$ cat src/design/ocs_pkg.sv
/*
 operating mode clock system package: mode codes, field widths, divider figures, shared structs.
 assumes nothing beyond a SystemVerilog compiler.
*/
package ocs_pkg;
  localparam int MODE_W = 3;
  localparam logic [2:0] MODE_SLOW = 3'h0;
  localparam logic [2:0] MODE_FAST = 3'h1;
  localparam logic [2:0] MODE_LOWEST = 3'h2;
  localparam logic [2:0] MODE_PLL = 3'h3;
  localparam logic [2:0] MODE_WAKE = 3'h4;
  localparam logic [2:0] MODE_IDLE = 3'h5;
  localparam logic [2:0] MODE_RSVD = 3'h6;
  localparam logic [2:0] MODE_PLL_ALT = 3'h7;
  localparam logic [2:0] MODE_RESET = 3'h1;
  localparam int FACTOR_W = 4;
  localparam logic [3:0] FACTOR_RESET = 4'h0;
  localparam int IODIV_W = 4;
  localparam logic [3:0] IODIV_RESET = 4'h1;
  localparam int SLOW_DIV = 128;
  localparam logic [6:0] SLOW_LAST = 7'h7F;
  localparam int CHAIN_W = 18;
  localparam int LOCK_CYCLES = 16;
  localparam logic [4:0] LOCK_LAST = 5'h0F;
  localparam logic [3:0] WAKE_RESET_CYCLES = 4'h8;
  localparam logic [1:0] LOCK_SEL_PLL = 2'h0;

  typedef enum logic [1:0] {OCS_RUN, OCS_IDLE, OCS_WRST} ocs_state_t;

  typedef struct packed {
    logic bus_en;
    logic io_en;
    logic f0_en;
    logic f1_en;
  } ocs_clk_en_t;

  typedef struct packed {
    logic [1:0] presc_sel;
    logic [3:0] mux_choice;
    logic shared_pin_output_choice;
  } ocs_hw_opt_t;
endpackage

$ cat src/design/ocs_clock_system.sv
/*
 operating mode clock system: mode decode, pll model, i/o prescaler, divider chain,
 clock outputs, idle entry and wake reset.
 assumes the crystal clock is the module clock; derived clocks are one-cycle enables.
*/
// Operation
// RULE1 - three-bit mode field decodes slow fast lowest pll wake idle reserved pll_alt
// RULE2 - idle resets all but port registers, stops clocks, keeps auxiliary regulator; code zeroes clk_en and periph_en only, clock outputs keep running
// RULE3 - sram, can ram and port registers keep contents through idle
// RULE4 - wake source toggle in idle starts wake reset, pin low until internal resets clear
// RULE5 - after wake reset the mode field reads fast
// RULE6 - idle accepts the same wake sources as standby
// RULE7 - wake sources are configured wake port inputs and selected rtc period
// RULE8 - software sets rtc period, wake ports and port registers before idle
// RULE9 - system clock rate is crystal times factor plus one
// RULE10 - lock flag readable and routable to lock pin by enable and select
// RULE11 - i/o clock is system clock divided by integer m
// RULE12 - divider chain halves each stage giving f0 through f17
// RULE13 - per mode bus, i/o, f0, f1 rates follow the mode table
// RULE14 - with n equal 2m f1 equals crystal in fast, pll and slow
// RULE15 - divisors 1.5 and 2.5 give 33 and 20 percent duty
// RULE16 - output zero is prescaler then four-input mux chosen by two select bits
// RULE17 - prescaler outputs also go out as interrupt sources
// RULE18 - clock outputs keep running in slow mode
// RULE19 - software sets u-port pins to special output before using clocks
// RULE20 - option flag picks alternate output zero or output one for shared pin
`timescale 1ns/1ps
module ocs_clock_system (
  input wire logic clock,
  input wire logic rst_n,
  input wire logic mode_write,
  input wire logic [2:0] mode_wdata,
  input wire logic factor_write,
  input wire logic [3:0] multiplication_factor,
  input wire logic iodiv_write,
  input wire logic [3:0] io_clock_divider_reg,
  input wire logic [1:0] clock_output_select_reg,
  input wire logic lock_output_enable,
  input wire logic [1:0] lock_output_select,
  input wire ocs_pkg::ocs_hw_opt_t hw_opt,
  input wire logic [9:0] wake_port_enable,
  input wire logic [9:0] wake_port_in,
  input wire logic rtc_wake_enable,
  input wire logic rtc_wake_tick,
  input wire logic internal_reset_busy,
  output logic [2:0] operating_mode_field,
  output logic [3:0] pll_control_reg,
  output logic pll_lock_flag,
  output logic lock_output_pin,
  output ocs_pkg::ocs_clk_en_t clk_en,
  output logic [17:0] periph_en,
  output logic clock_output_zero,
  output logic clock_output_zero_alt,
  output logic clock_output_one,
  output logic shared_pin_out,
  output logic [1:0] presc_irq,
  output logic core_reset,
  output logic retain_ports,
  output logic main_regulator_on,
  output logic aux_regulator_on,
  output logic reset_pin_n
);
  ocs_pkg::ocs_state_t state;
  logic [3:0] factor;
  logic [3:0] iodiv;
  logic [4:0] lock_cnt;
  logic [6:0] slow_cnt;
  logic [3:0] sys_cnt;
  logic [3:0] io_cnt;
  logic [ocs_pkg::CHAIN_W-3:0] chain;
  logic [9:0] wake_prev;
  logic [3:0] wrst_cnt;
  logic [3:0] p15_cnt;
  logic [4:0] p25_cnt;
  logic [1:0] p2_cnt;
  logic p15;
  logic p25;
  logic p2;
  logic p1;
  logic [3:0] presc_bank;
  logic running;
  logic pll_mode;
  logic slow_tick;
  logic sys_tick;
  logic io_tick;
  logic wake_hit;
  logic [4:0] half_cnt;
  logic [5:0] half_sum;
  logic half_tick;
  logic [ocs_pkg::CHAIN_W-3:0] next_chain;

  function automatic logic is_pll(input logic [2:0] m);
    is_pll = (m == ocs_pkg::MODE_PLL) || (m == ocs_pkg::MODE_PLL_ALT);
  endfunction

  function automatic logic is_slowish(input logic [2:0] m);
    is_slowish = (m == ocs_pkg::MODE_SLOW) || (m == ocs_pkg::MODE_LOWEST);
  endfunction

  assign running = (state == ocs_pkg::OCS_RUN);
  assign pll_mode = is_pll(operating_mode_field);

  // mode field and idle/wake sequencing
  always_ff @(posedge clock) begin
    if (!rst_n) begin
      operating_mode_field <= ocs_pkg::MODE_RESET;
    end else if (state == ocs_pkg::OCS_WRST && wrst_cnt == 4'h0 && !internal_reset_busy) begin
      operating_mode_field <= ocs_pkg::MODE_FAST; // RULE5
    end else if (running && mode_write) begin
      operating_mode_field <= mode_wdata; // RULE1
    end
  end

  // rtc and wake port toggles are the standby wake set, reused for idle
  assign wake_hit = (|((wake_port_in ^ wake_prev) & wake_port_enable))
                    || (rtc_wake_enable && rtc_wake_tick); // RULE6 RULE7

  always_ff @(posedge clock) begin
    if (!rst_n) begin
      wake_prev <= 10'h000;
    end else begin
      wake_prev <= wake_port_in;
    end
  end

  always_ff @(posedge clock) begin
    if (!rst_n) begin
      state <= ocs_pkg::OCS_RUN;
    end else begin
      unique case (state)
        ocs_pkg::OCS_RUN: begin
          if (operating_mode_field == ocs_pkg::MODE_IDLE) begin
            state <= ocs_pkg::OCS_IDLE; // RULE2
          end
        end
        ocs_pkg::OCS_IDLE: begin
          if (wake_hit) begin
            state <= ocs_pkg::OCS_WRST; // RULE4
          end
        end
        ocs_pkg::OCS_WRST: begin
          if (wrst_cnt == 4'h0 && !internal_reset_busy) begin
            state <= ocs_pkg::OCS_RUN; // RULE4
          end
        end
      endcase
    end
  end

  always_ff @(posedge clock) begin
    if (!rst_n) begin
      wrst_cnt <= 4'h0;
    end else if (state == ocs_pkg::OCS_IDLE && wake_hit) begin
      wrst_cnt <= ocs_pkg::WAKE_RESET_CYCLES;
    end else if (wrst_cnt != 4'h0) begin
      wrst_cnt <= wrst_cnt - 4'h1;
    end
  end

  // port registers and srams sit outside this reset; retain_ports tells them so
  assign core_reset = !running; // RULE2
  assign retain_ports = (state != ocs_pkg::OCS_RUN); // RULE3
  assign main_regulator_on = running; // RULE2
  assign aux_regulator_on = 1'b1; // RULE2 RULE3
  assign reset_pin_n = (state != ocs_pkg::OCS_WRST); // RULE4

  // pll control: factor zero bypasses, lock after a settle count
  always_ff @(posedge clock) begin
    if (!rst_n || !running) begin
      factor <= ocs_pkg::FACTOR_RESET;
    end else if (factor_write && !pll_mode) begin
      factor <= multiplication_factor; // RULE9
    end
  end

  always_ff @(posedge clock) begin
    if (!rst_n || factor == 4'h0) begin
      lock_cnt <= 5'h00;
    end else if (factor_write && !pll_mode) begin
      lock_cnt <= 5'h00;
    end else if (lock_cnt != ocs_pkg::LOCK_LAST) begin
      lock_cnt <= lock_cnt + 5'h01;
    end
  end

  assign pll_lock_flag = (factor != 4'h0) && (lock_cnt == ocs_pkg::LOCK_LAST); // RULE10
  assign pll_control_reg = factor;
  assign lock_output_pin = lock_output_enable
                           && (lock_output_select == ocs_pkg::LOCK_SEL_PLL)
                           && pll_lock_flag; // RULE10

  always_ff @(posedge clock) begin
    if (!rst_n || !running) begin
      iodiv <= ocs_pkg::IODIV_RESET;
    end else if (iodiv_write) begin
      iodiv <= (io_clock_divider_reg == 4'h0) ? 4'h1 : io_clock_divider_reg; // RULE11
    end
  end

  // the crystal is the fastest clock here, so pll rates are enable ratios capped at one
  always_ff @(posedge clock) begin
    if (!rst_n) begin
      slow_cnt <= 7'h00;
    end else begin
      slow_cnt <= slow_cnt + 7'h01;
    end
  end

  assign slow_tick = (slow_cnt == ocs_pkg::SLOW_LAST);

  // n/m ratio: accumulate n per crystal cycle, emit one i/o tick per m
  always_ff @(posedge clock) begin
    if (!rst_n || !pll_mode) begin
      sys_cnt <= 4'h0;
    end else if ({1'b0, sys_cnt} + 5'(factor) + 5'h01 >= 5'(iodiv)) begin
      sys_cnt <= 4'(({1'b0, sys_cnt} + 5'(factor) + 5'h01) - 5'(iodiv)); // RULE11
    end else begin
      sys_cnt <= sys_cnt + factor + 4'h1;
    end
  end

  assign sys_tick = ({1'b0, sys_cnt} + 5'(factor) + 5'h01 >= 5'(iodiv));

  // f1 needs its own n/2m ratio: f0 is capped at crystal, so halving it would lose n = 2m
  assign half_sum = {1'b0, half_cnt} + 6'(factor) + 6'h01;
  assign half_tick = (half_sum >= {1'b0, iodiv, 1'b0});

  always_ff @(posedge clock) begin
    if (!rst_n || !pll_mode) begin
      half_cnt <= 5'h00;
    end else if (half_tick) begin
      half_cnt <= 5'(half_sum - {1'b0, iodiv, 1'b0}); // RULE13
    end else begin
      half_cnt <= half_sum[4:0];
    end
  end

  always_comb begin
    clk_en = '0;
    io_tick = 1'b0;
    unique case (operating_mode_field)
      ocs_pkg::MODE_SLOW, ocs_pkg::MODE_LOWEST: begin
        clk_en.bus_en = running && slow_tick; // RULE13
        io_tick = running && slow_tick;
      end
      ocs_pkg::MODE_FAST: begin
        clk_en.bus_en = running;
        io_tick = running;
      end
      ocs_pkg::MODE_PLL, ocs_pkg::MODE_PLL_ALT: begin
        clk_en.bus_en = running;
        io_tick = running && sys_tick; // RULE13
      end
      default: begin
        io_tick = 1'b0;
      end
    endcase
    clk_en.io_en = io_tick;
    // f0 runs at crystal in slow modes too, keeping f1 steady when n = 2m
    clk_en.f0_en = (running && is_slowish(operating_mode_field)) ? 1'b1 : io_tick; // RULE14
    if (operating_mode_field == ocs_pkg::MODE_PLL) begin
      clk_en.f1_en = running && half_tick; // RULE13 RULE14
    end else begin
      clk_en.f1_en = clk_en.f0_en; // RULE13 RULE14
    end
  end

  // ripple chain below f1: each stage ticks on every second tick of the one below
  always_comb begin
    logic carry;
    carry = clk_en.f1_en;
    next_chain = chain;
    for (int i = 0; i < ocs_pkg::CHAIN_W - 2; i++) begin
      if (carry) begin
        next_chain[i] = !chain[i];
      end
      carry = carry && chain[i];
    end
  end

  always_ff @(posedge clock) begin
    if (!rst_n || !running) begin
      chain <= '0;
    end else begin
      chain <= next_chain; // RULE12
    end
  end

  generate
    for (genvar g = 0; g < ocs_pkg::CHAIN_W; g++) begin : g_periph
      if (g == 0) begin : g_f0
        assign periph_en[g] = clk_en.f0_en;
      end else if (g == 1) begin : g_f1
        assign periph_en[g] = clk_en.f1_en;
      end else begin : g_fn
        assign periph_en[g] = clk_en.f1_en && (&chain[g-2:0]); // RULE12
      end
    end
  endgenerate

  // clock output prescalers run from the crystal so slow mode leaves them alone
  always_ff @(posedge clock) begin
    if (!rst_n) begin
      p15_cnt <= 4'h0;
      p25_cnt <= 5'h00;
      p2_cnt <= 2'h0;
    end else begin
      p15_cnt <= (p15_cnt == 4'h2) ? 4'h0 : p15_cnt + 4'h1; // RULE18
      p25_cnt <= (p25_cnt == 5'h04) ? 5'h00 : p25_cnt + 5'h01;
      p2_cnt <= p2_cnt + 2'h1;
    end
  end

  // 1.5 = one pulse per three cycles of a 2x clock; high one of three = 33 percent
  always_ff @(posedge clock) begin
    if (!rst_n) begin
      p15 <= 1'b0;
      p25 <= 1'b0;
      p2 <= 1'b0;
      p1 <= 1'b0;
    end else begin
      p15 <= (p15_cnt == 4'h0); // RULE15
      p25 <= (p25_cnt == 5'h00); // RULE15
      p2 <= p2_cnt[1];
      p1 <= !p1;
    end
  end

  assign presc_bank = {p25, p15, p2, p1};
  assign presc_irq = {presc_bank[hw_opt.presc_sel], p2}; // RULE17

  always_ff @(posedge clock) begin
    if (!rst_n) begin
      clock_output_zero <= 1'b0;
      clock_output_zero_alt <= 1'b0;
      clock_output_one <= 1'b0;
      shared_pin_out <= 1'b0;
    end else begin
      clock_output_zero <= hw_opt.mux_choice[clock_output_select_reg] // RULE16
                           && presc_bank[hw_opt.presc_sel];
      clock_output_zero_alt <= !(hw_opt.mux_choice[clock_output_select_reg]
                                 && presc_bank[hw_opt.presc_sel]);
      clock_output_one <= p2; // RULE18
      shared_pin_out <= hw_opt.shared_pin_output_choice ? p2
                        : !(hw_opt.mux_choice[clock_output_select_reg]
                            && presc_bank[hw_opt.presc_sel]); // RULE20
    end
  end
endmodule

$ cat config.mk
export PLATFORM = sky130hd
export DESIGN_NAME = ocs_clock_system
export DESIGN_NICKNAME = d
export VERILOG_FILES = /design/src/design/ocs_pkg.sv /design/src/design/ocs_clock_system.sv
export SDC_FILE = /design/constraint.sdc
export NUM_CORES = 1
export LEC_CHECK = 0
export BUFFER_PORTS_ARGS = -buffer_cell sky130_fd_sc_hd__buf_4
export CAP_MARGIN = 30
export CORE_MARGIN = 10
export CORE_UTILIZATION = 30
export CTS_CLUSTER_SIZE = 24
export DETAILED_ROUTE_END_ITERATION = 6
export GPL_ROUTABILITY_DRIVEN = 1
export PLACE_DENSITY = 0.47
export SLEW_MARGIN = 20
export SYNTH_ARGS = -nofsm -noshare
export SYNTH_HDL_FRONTEND = slang
export SYNTH_SLANG_ARGS = --single-unit
$ cat constraint.sdc
create_clock -name clock -period 4.4 [get_ports clock]
set_input_delay 0.88 -clock clock [delete_from_list [all_inputs] [get_ports clock]]
set_output_delay 0.88 -clock clock [all_outputs]
set_load 0.05 [all_outputs]
==> flow_summary.toml, run 1 <==
[drt]
routed_wl_um = 11500
wl_per_cell_um = 14.6
dr.pass1.iters = 6
ant_nets = 0
vias = 3770
drc = 0
drt_iter0_drc = 161
via_per_inst = 4.81

[setup_path]
startpoint = "pll_control_reg[1]$_SDFFE_PP0P_"
critPathCapture = "periph_en[17]"
r2r_slack_ns = 1.16
worstPathCellList = "ha_1, nor2b_1, o21a_1, or3_4, and2_4, ha_4, and3b_2, o31ai_2, and4_4, or3_4, nor4b_4, buf_6"
critPathBufInv = 1
timing.rr.end = "chain[13]$_SDFFE_PP0N_"
cp_slowest_stage_delay_ns = 0.38
path_delay_family = "simple AND/OR/NAND/NOR gates"
reg2reg_from = "pll_control_reg[1]$_SDFFE_PP0P_"
path_depth = 12
slowest_stage = "or3_4"
cp.arrival_ns = 3.40
cp_max_fo = 6
crit_top_cell = "or3_4"
crit_type = "flip-flop to primary output"
cp-start-kind = "flip-flop"
cp.required_ns = 3.52
r2r_cells = 13
cp-end-kind = "primary output"

[sta]
slew_headroom_pct = 55.4
max_freq_mhz = 234
slew_viol_final = 0
hold_viol_final = 0
post-route-period-util_pct = 97.2
finalWorstPathRequiredPeriod_ns = 4.28
setup_viol = 0
hold_slack_ns = 0.416
finClkSkew_ns = 0.00446
worst_slew_pin_slew_ns = 0.668

[pwr]
power_switching_uw = 1230
p_clk_share_pct = 25.5
power.density_mw_per_mm2 = 521
peakVddDrop_v = 0.000298
comb_power_share_pct = 44.7
sw_frac_of_total_pct = 40.6
pwr-share-seq_pct = 29.8
leakagePower_uw = 0.00242
p_int_uw = 1800

[min_path]
hold_path_depth = 1
min_path_type = "flip-flop to flip-flop"

[placement]
gp_congestion = 0.834
port_buffers = 91
post_dp_cell_area_mm2 = 0.00544
place_inst = 764
post-dp-hpwl_um = 8880

[logic_synthesis]
synth_ff_type = "dfxtp_1"
syn-num-nets = 593
ys_ff_latch = 83
yosysSeqAreaShare_pct = 36.5
postSynthCellCount = 509
synth_top_family_by_area = "simple AND/OR/NAND/NOR gates"
synthSimpleGateAreaFrac_pct = 27.3
synthMuxAreaShare_pct = 5.87
synthDominantCellAreaShare_pct = 36.5
async_reset_ff_share_pct = 0
synth.area.top_cells = "dfxtp_1 36%, ha_1 8.0%, mux2i_1 4.4%"
synth.cell_area_mm2 = 0.00456
synth-adder-area-share_pct = 9.72
yosysWarnings = 0
synth_compound_area_share_pct = 9.22
synth_area_leader_cell = "dfxtp_1"
synth_edf_count = 0
syn_area_per_cell_um2 = 8.96
synth_xor_area_share_pct = 5.38
synth_cell_types = 55

[layout]
fin_nets = 678
layout-drive-gt1-share_pct = 28.4
antennaDiodeCount = 0
area_delta_synth_final_pct = 27.6
layoutNonFillerInstCount = 783
regMostFlops = "chain"
largest_reg_flops = 16
top_regs = "chain x16, wake_prev x10, slow_cnt x7"
stdcell_area_mm2 = 0.00582

[clock_tree]
cts_made_buffers = 9
clk_pin_slew_ns = 0.06
cts_tree = "yes"
clkLatencyLatePin_ns = 0.34
htreeDepth = 3
cts_hold_buffers = 0
cts.sinks = 83
cts_root_buf = "clkbuf_16"
clk_path_buf_depth = 2

[floorplan]
die_area_mm2 = 0.0205
ioPinCount = 93
core-area_mm2 = 0.0147
initial_core_util_pct = 31.0
rows = 44
die_h_um = 143
die_w_um = 143

[global_routing]
grt_use_total_pct = 11.4
grt_max_degree = 27
grt_pass1_vias = 3773
grt_pass1_wl_um = 18800
antenna_found_initial = 0
overflow = 0

[run]
maxCapViolations = 0

[status]
outcome = "finished clean"
worst min path at each step:
stage,slack (ns),end,startpoint
2_1_floorplan,0.38,p1$_SDFF_PN0_,p1$_SDFF_PN0_
3_3_place_gp,0.40,p1$_SDFF_PN0_,p1$_SDFF_PN0_
3_5_place_dp,0.40,p1$_SDFF_PN0_,p1$_SDFF_PN0_
4_1_cts,0.41,p1$_SDFF_PN0_,p1$_SDFF_PN0_
5_1_grt,0.44,p1$_SDFF_PN0_,p1$_SDFF_PN0_
6_report,0.42,p1$_SDFF_PN0_,p1$_SDFF_PN0_
worst register-to-register path: stages, from the launching register on:
cell     delay, ns
dfxtp_4       0.35
ha_1          0.28
nor2b_1       0.14
o21a_1        0.18
or3_4         0.33
and2_4        0.17
ha_4          0.27
and3b_2       0.22
o31ai_2       0.07
and4_4        0.15
buf_6         0.17
buf_4         0.16
or4_1         0.50
a21oi_1       0.14
area by class of cell:
type | count | area, µm²
Sequential cell | 83 | 1670
Inverter | 33 | 124
Fill cell | 1482 | 8880
Multi-Input combinational cell | 367 | 2720
Clock buffer | 9 | 225
Timing Repair Buffer | 100 | 771
Clock inverter | 7 | 77.6
Tap cell | 184 | 230
synth_stat cells (all sizes together), types with 2 or more instances:
cell type	n
nand2	40
nor2b	7
o21ai	13
and4	2
xnor2	11
clkbuf	11
inv	33
mux2i	20
nand2b	2
a21o	3
nor4	14
and2	16
mux4	2
nor2	45
and3	10
or2	12
nand4b	2
o211a	3
nand3b	3
or3	5
nor4b	3
dfxtp	83
nand3	25
a21oi	25
nor3	15
nand4	5
mux2	2
o21a	7
or3b	2
a22oi	4
ha	29
a211oi	5
or4	2
nor3b	3
o31ai	3
fa	4
buf	15
xor2	17
cell usage in the layout, fill, tap and decap left out, types with 13 or more instances in the layout:
master,instances
o21ai_0,13
dfxtp_1,79
inv_1,33
nand2_1,39
mux2i_1,20
buf_4,97
ha_1,28
nand3_1,25
nor2_1,44
and2_1,15
xor2_1,16
a21oi_1,24
what timing repair did:
item                                    CTS  global route
resized for setup                         1             8
buffers inserted                          0             3
endpoints found under the setup margin    1            14
pin swaps                                 0             3
kinds of logic (layout without fill, tap and decap cells):
| kind of cell | Yosys count | in the layout |
|---|---|---|
| adder cells (fa/ha/maj) | 33 | 33 |
| other | 1 | 1 |
| XOR/XNOR | 28 | 28 |
| flip-flops | 83 | 83 |
| buffers and inverters | 59 | 149 |
| AND/OR/NAND/NOR | 214 | 214 |
| AO/OA/AOI/OAI | 67 | 67 |
| multiplexers | 24 | 24 |
power by group through the flow:
| stage | Sequential [µW] | Clock (µW) | Combinational (µW) |
|---|---|---|---|
| 4_1_cts | 902 | 803 | 1340 |
| 5_1_grt | 912 | 833 | 1490 |
| 3_3_place_gp | 917 | 0 | 1320 |
| 3_5_place_dp | 917 | 0 | 1330 |
| 6_report | 901 | 773 | 1350 |
| 2_1_floorplan | 943 | 0 | 992 |
metrics by stage:
stage	util [%]	setup slack [ns]	power (µW)	setup TNS, ns
2_1_floorplan	-	-0.00549	1940	-0.00903
5_1_grt	39.6	-0.0186	3240	-0.0186
6_report	39.6	0.123	3030	0
3_3_place_gp	37.0	0.423	2240	0
3_5_place_dp	37.0	0.383	2250	0
4_1_cts	39.1	0.0134	3040	0
layer usage:
metal	vias up	part of all wire (%)	global-route usage (%)
met1	1722	49	14.8
met5	-	0	0
met2	104	41	16.8
met4	0	1.7	4.51
li1	1928	-	-
met3	16	8.0	4.21
No activity file was read; power rests on OpenSTA's default activity.
==> run 2: changes to the inputs <==
==> constraint.sdc (replaced) <==
create_clock -name clock -period 4.98 [get_ports clock]
set_input_delay 0.996 -clock clock [delete_from_list [all_inputs] [get_ports clock]]
set_output_delay 0.996 -clock clock [all_outputs]
set_load 0.05 [all_outputs]
==> flow_summary.toml, run 2 (same netlist as run 1, synthesis figures left out) <==
[status]
outcome = "finished clean"

[floorplan]
initial_core_util_pct = 31.0
ioPinCount = 93
die_h_um = 143
core-area_mm2 = 0.0147
die_w_um = 143
die_area_mm2 = 0.0205
rows = 44

[layout]
layout_common_cells = "93 x buf_4, 83 x dfxtp_1, 43 x nor2_1"
area_delta_synth_final_pct = 24.0
seq_area_mm2 = 0.00166
regMostFlops = "chain"
largest_reg_flops = 16
layoutNonFillerInstCount = 776
multi_input_area_mm2 = 0.00265
antennaDiodeCount = 0
top_regs = "chain x16, wake_prev x10, slow_cnt x7"
final_common_cell = "buf_4"
layout-drive-gt1-share_pct = 24.8
n_fill_cell = 1512
fin_nets = 672
finish.utilization_pct = 38.4

[sta]
finalWorstPathRequiredPeriod_ns = 4.75
max_freq_mhz = 211
slew_viol_final = 0
slew_headroom_pct = 51.7
post-route-period-util_pct = 95.3
rsz0062_at_grt = "false"
finClkSkew_ns = 0.00770
setup_slack_ns = 0.234
worst_slew_pin_slew_ns = 0.724
setup_viol = 0
hold_viol_final = 0

[clock_tree]
clkLatencyLatePin_ns = 0.34
post_cts_resized = 0
htreeDepth = 3
cts.sinks = 83
cts_root_buf = "clkbuf_16"
clk_path_buf_depth = 2
cts_hold_buffers = 0
cts_tree = "yes"
clk_pin_slew_ns = 0.06
post_cts_buffers = 0
cts_made_buffers = 9

[setup_path]
worstPathCellList = "ha_1, nor2b_1, o21a_1, or3_1, and2_1, ha_1, and3b_1, o31ai_1, and4_4, or3_4, nor4b_4, buf_4"
cp_max_fo = 18
crit_type = "flip-flop to primary output"
slowest_stage = "or3_4"
cp-end-kind = "primary output"
r2r_cells = 11
cp.arrival_ns = 3.75
cp-start-kind = "flip-flop"
cp.required_ns = 3.98
crit_top_cell = "ha_1"
cp_slowest_stage_delay_ns = 0.48

[placement]
pre_cts_slack_ns = 0.579
post-dp-hpwl_um = 9060
place_inst = 761
port_buffers = 91
gp_congestion = 0.793

[drt]
routed_wl_um = 11600
drt_iter0_drc = 143
drc = 0
wl_per_cell_um = 14.9
ant_nets = 0
vias = 3738
dr.pass1.iters = 4
via_per_inst = 4.82

[global_routing]
grt_max_degree = 27
grt_pass1_wl_um = 19000
grt_use_total_pct = 11.6
grt_pass1_vias = 3828
antenna_found_initial = 0
overflow = 0

[pwr]
power.density_mw_per_mm2 = 452
peakVddDrop_v = 0.000230
leakagePower_uw = 0.00235

[min_path]
min_path_type = "flip-flop to flip-flop"
hold_path_depth = 1

[run]
maxCapViolations = 0
-- run 2: path summary, 6_finish.rpt --
check                                   from                    end  slack (ns)
max          pll_control_reg[1]$_SDFFE_PP0P_          periph_en[17]        0.23
min                            p1$_SDFF_PN0_          p1$_SDFF_PN0_        0.41
max reg2reg  pll_control_reg[1]$_SDFFE_PP0P_  chain[9]$_SDFFE_PP0N_        1.71
min reg2reg                    p1$_SDFF_PN0_          p1$_SDFF_PN0_        0.41
-- run 2: layout make-up --
cell class                 count  share of cell area (%)
timing repair buffer          94                    12.6
inverter                      33                    2.19
clock inverter                 4                   0.487
clock buffer                  11                    4.29
multi-input combinational    367                    46.9
sequential                    83                    29.4
tap                          184                    4.07
-- run 2: report_power, final --
group,switching [µW],internal [µW],total [µW]
Sequential,60.7,734,794
Combinational,716,425,1140
Clock,272,348,620
Total,1050,1510,2560
-- run 2: metal layers --
metal,track usage (%),wire length [µm],vias up
met1,13.7,5280,1716
met3,4.94,1130,18
met4,5.80,280,0
met5,0,0,-
li1,-,-,1901
met2,17.6,4890,103
-- run 2: critical path: cells and delay by family (launching register included) --
family	cells	cell delay (ns)
compound gates	2	0.27
fa+ha+maj	2	0.61
flops	1	0.43
buf+inv	1	0.23
simple gates	7	1.87
-- run 2: through the flow --
stage	hold slack (ns)	setup TNS, ns	instance area (µm²)	power (µW)
after floorplan	0.382	-1.29	4580	1700
after global placement	0.390	0	5360	1940
after detailed placement	0.400	0	5380	1960
after CTS	0.409	0	5650	2600
after global routing	0.413	0	5650	2730
final	0.406	0	5650	2560
==> run 3: changes to the inputs <==
--- a/config.mk
+++ b/config.mk
@@ -12,7 +12,7 @@
 export CTS_CLUSTER_SIZE = 24
 export DETAILED_ROUTE_END_ITERATION = 6
 export GPL_ROUTABILITY_DRIVEN = 1
-export PLACE_DENSITY = 0.47
+export PLACE_DENSITY = 0.46
 export SLEW_MARGIN = 20
 export SYNTH_ARGS = -nofsm -noshare
 export SYNTH_HDL_FRONTEND = slang
==> flow_summary.toml, run 3 (same netlist as run 1, synthesis figures left out) <==
[status]
outcome = "finished clean"

[setup_path]
cp-end-kind = "primary output"
r2r_cells = 10
slowest_stage = "or3_4"
reg2reg_from = "pll_control_reg[0]$_SDFFE_PP0P_"
startpoint = "pll_control_reg[1]$_SDFFE_PP0P_"
path_delay_family = "simple AND/OR/NAND/NOR gates"
crit_type = "flip-flop to primary output"
cp.required_ns = 3.98
path_depth = 12
cp-start-kind = "flip-flop"
timing.rr.end = "chain[9]$_SDFFE_PP0N_"
critPathCapture = "periph_en[17]"
r2r_slack_ns = 1.67
cp.arrival_ns = 3.71
cp_max_fo = 18
cp_slowest_stage_delay_ns = 0.48
critPathBufInv = 1
crit_top_cell = "ha_1"
worstPathCellList = "ha_1, nor2b_1, o21a_1, or3_1, and2_1, ha_1, and3b_1, o31ai_1, and4_4, or3_4, nor4b_4, buf_4"

[layout]
stdcell_area_mm2 = 0.00565
final_common_cell = "buf_4"
area_delta_synth_final_pct = 24.0
layout-drive-gt1-share_pct = 24.7
layoutNonFillerInstCount = 775
layout_common_cells = "92 x buf_4, 83 x dfxtp_1, 43 x nor2_1"
n_fill_cell = 1507
antennaDiodeCount = 0
largest_reg_flops = 16
seq_area_mm2 = 0.00166
multi_input_area_mm2 = 0.00265
top_regs = "chain x16, wake_prev x10, slow_cnt x7"
fin_nets = 671
regMostFlops = "chain"

[pwr]
leakagePower_uw = 0.00237
power.density_mw_per_mm2 = 453
peakVddDrop_v = 0.000256
p_total_uw = 2560

[drt]
dr.pass1.iters = 5
via_per_inst = 4.84
vias = 3750
drt_iter0_drc = 150
routed_wl_um = 11400
wl_per_cell_um = 14.7
ant_nets = 0
drc = 0

[placement]
place_inst = 760
post-dp-hpwl_um = 8780
pre_cts_slack_ns = 0.621
port_buffers = 91
post_dp_cell_area_mm2 = 0.00537
gp_congestion = 0.794

[clock_tree]
cts_made_buffers = 9
post_cts_resized = 0
htreeDepth = 3
post_cts_buffers = 0
cts.sinks = 83
cts_tree = "yes"
cts_root_buf = "clkbuf_16"
clk_pin_slew_ns = 0.06
cts_hold_buffers = 0
clkLatencyLatePin_ns = 0.34
clk_path_buf_depth = 2

[floorplan]
core-area_mm2 = 0.0147
ioPinCount = 93
rows = 44
die_area_mm2 = 0.0205
initial_core_util_pct = 31.0
die_h_um = 143
die_w_um = 143

[run]
maxCapViolations = 0

[global_routing]
grt_use_total_pct = 11.4
antenna_found_initial = 0
overflow = 0
grt_pass1_wl_um = 18900
grt_pass1_vias = 3827
grt_max_degree = 27

[sta]
setup_viol = 0
worst_slew_pin_slew_ns = 0.739
slew_viol_final = 0
rsz0062_at_grt = "false"
finalWorstPathRequiredPeriod_ns = 4.70
setup_slack_ns = 0.278
post-route-period-util_pct = 94.4
hold_viol_final = 0
finClkSkew_ns = 0.00408
max_freq_mhz = 213
slew_headroom_pct = 50.7

[min_path]
min_path_type = "flip-flop to flip-flop"
## run 3: cell count changes in the layout (fill, tap and decap cells not counted), sizes merged
| cell | delta |
|---|---|
| clkinvlp | -3 |
| buf | -1 |
| clkinv | +1 |
| clkbuf | +2 |
## run 3: worst register-to-register path, delay by kind of cell (launching register included)
kind / cells / cell delay [ns]
xor+xnor: 1 / 0.26
buf+inv: 2 / 0.35
fa+ha+maj: 3 / 0.89
flops: 1 / 0.38
compound gates: 2 / 0.54
mux: 1 / 0.25
simple gates: 1 / 0.55
## run 3: per-layer routing
layer / routed length, µm / GRT usage (%)
met2: 4720 / 17.1
met5: 0 / 0
met4: 144 / 4.35
met1: 5370 / 14.1
met3: 1120 / 4.94
## run 3: final cells by class
class                           instances  share of cell area [%]
Timing Repair Buffer                   93                    12.4
Clock buffer                           13                    4.78
Tap cell                              184                    4.07
Sequential cell                        83                    29.4
Inverter                               33                    2.19
Multi-Input combinational cell        367                    46.9
Clock inverter                          2                   0.177
## run 3: how the worst min path moves through the flow
| stage | startpoint | endpoint | cells past startpoint |
|---|---|---|---|
| after floorplan | p1$_SDFF_PN0_ | p1$_SDFF_PN0_ | 1 |
| after detailed placement | p1$_SDFF_PN0_ | p1$_SDFF_PN0_ | 1 |
| after global routing | p1$_SDFF_PN0_ | p1$_SDFF_PN0_ | 1 |
| after global placement | p1$_SDFF_PN0_ | p1$_SDFF_PN0_ | 1 |
| final | p1$_SDFF_PN0_ | p1$_SDFF_PN0_ | 1 |
| after CTS | p1$_SDFF_PN0_ | p1$_SDFF_PN0_ | 1 |
## run 3: where the power goes
part | switching, µW | total [µW] | internal (µW)
sequential | 61.9 | 796 | 734
clock | 257 | 631 | 374
combinational | 710 | 1130 | 422
## run 3: metrics by stage
stage	utilization, %	TNS [ns]	hold WS, ns
after detailed placement	36.5	0	0.394
after CTS	38.4	0	0.402
final	38.4	0	0.402
after floorplan	-	-1.29	0.382
after global placement	36.4	0	0.395
after global routing	38.4	0	0.421
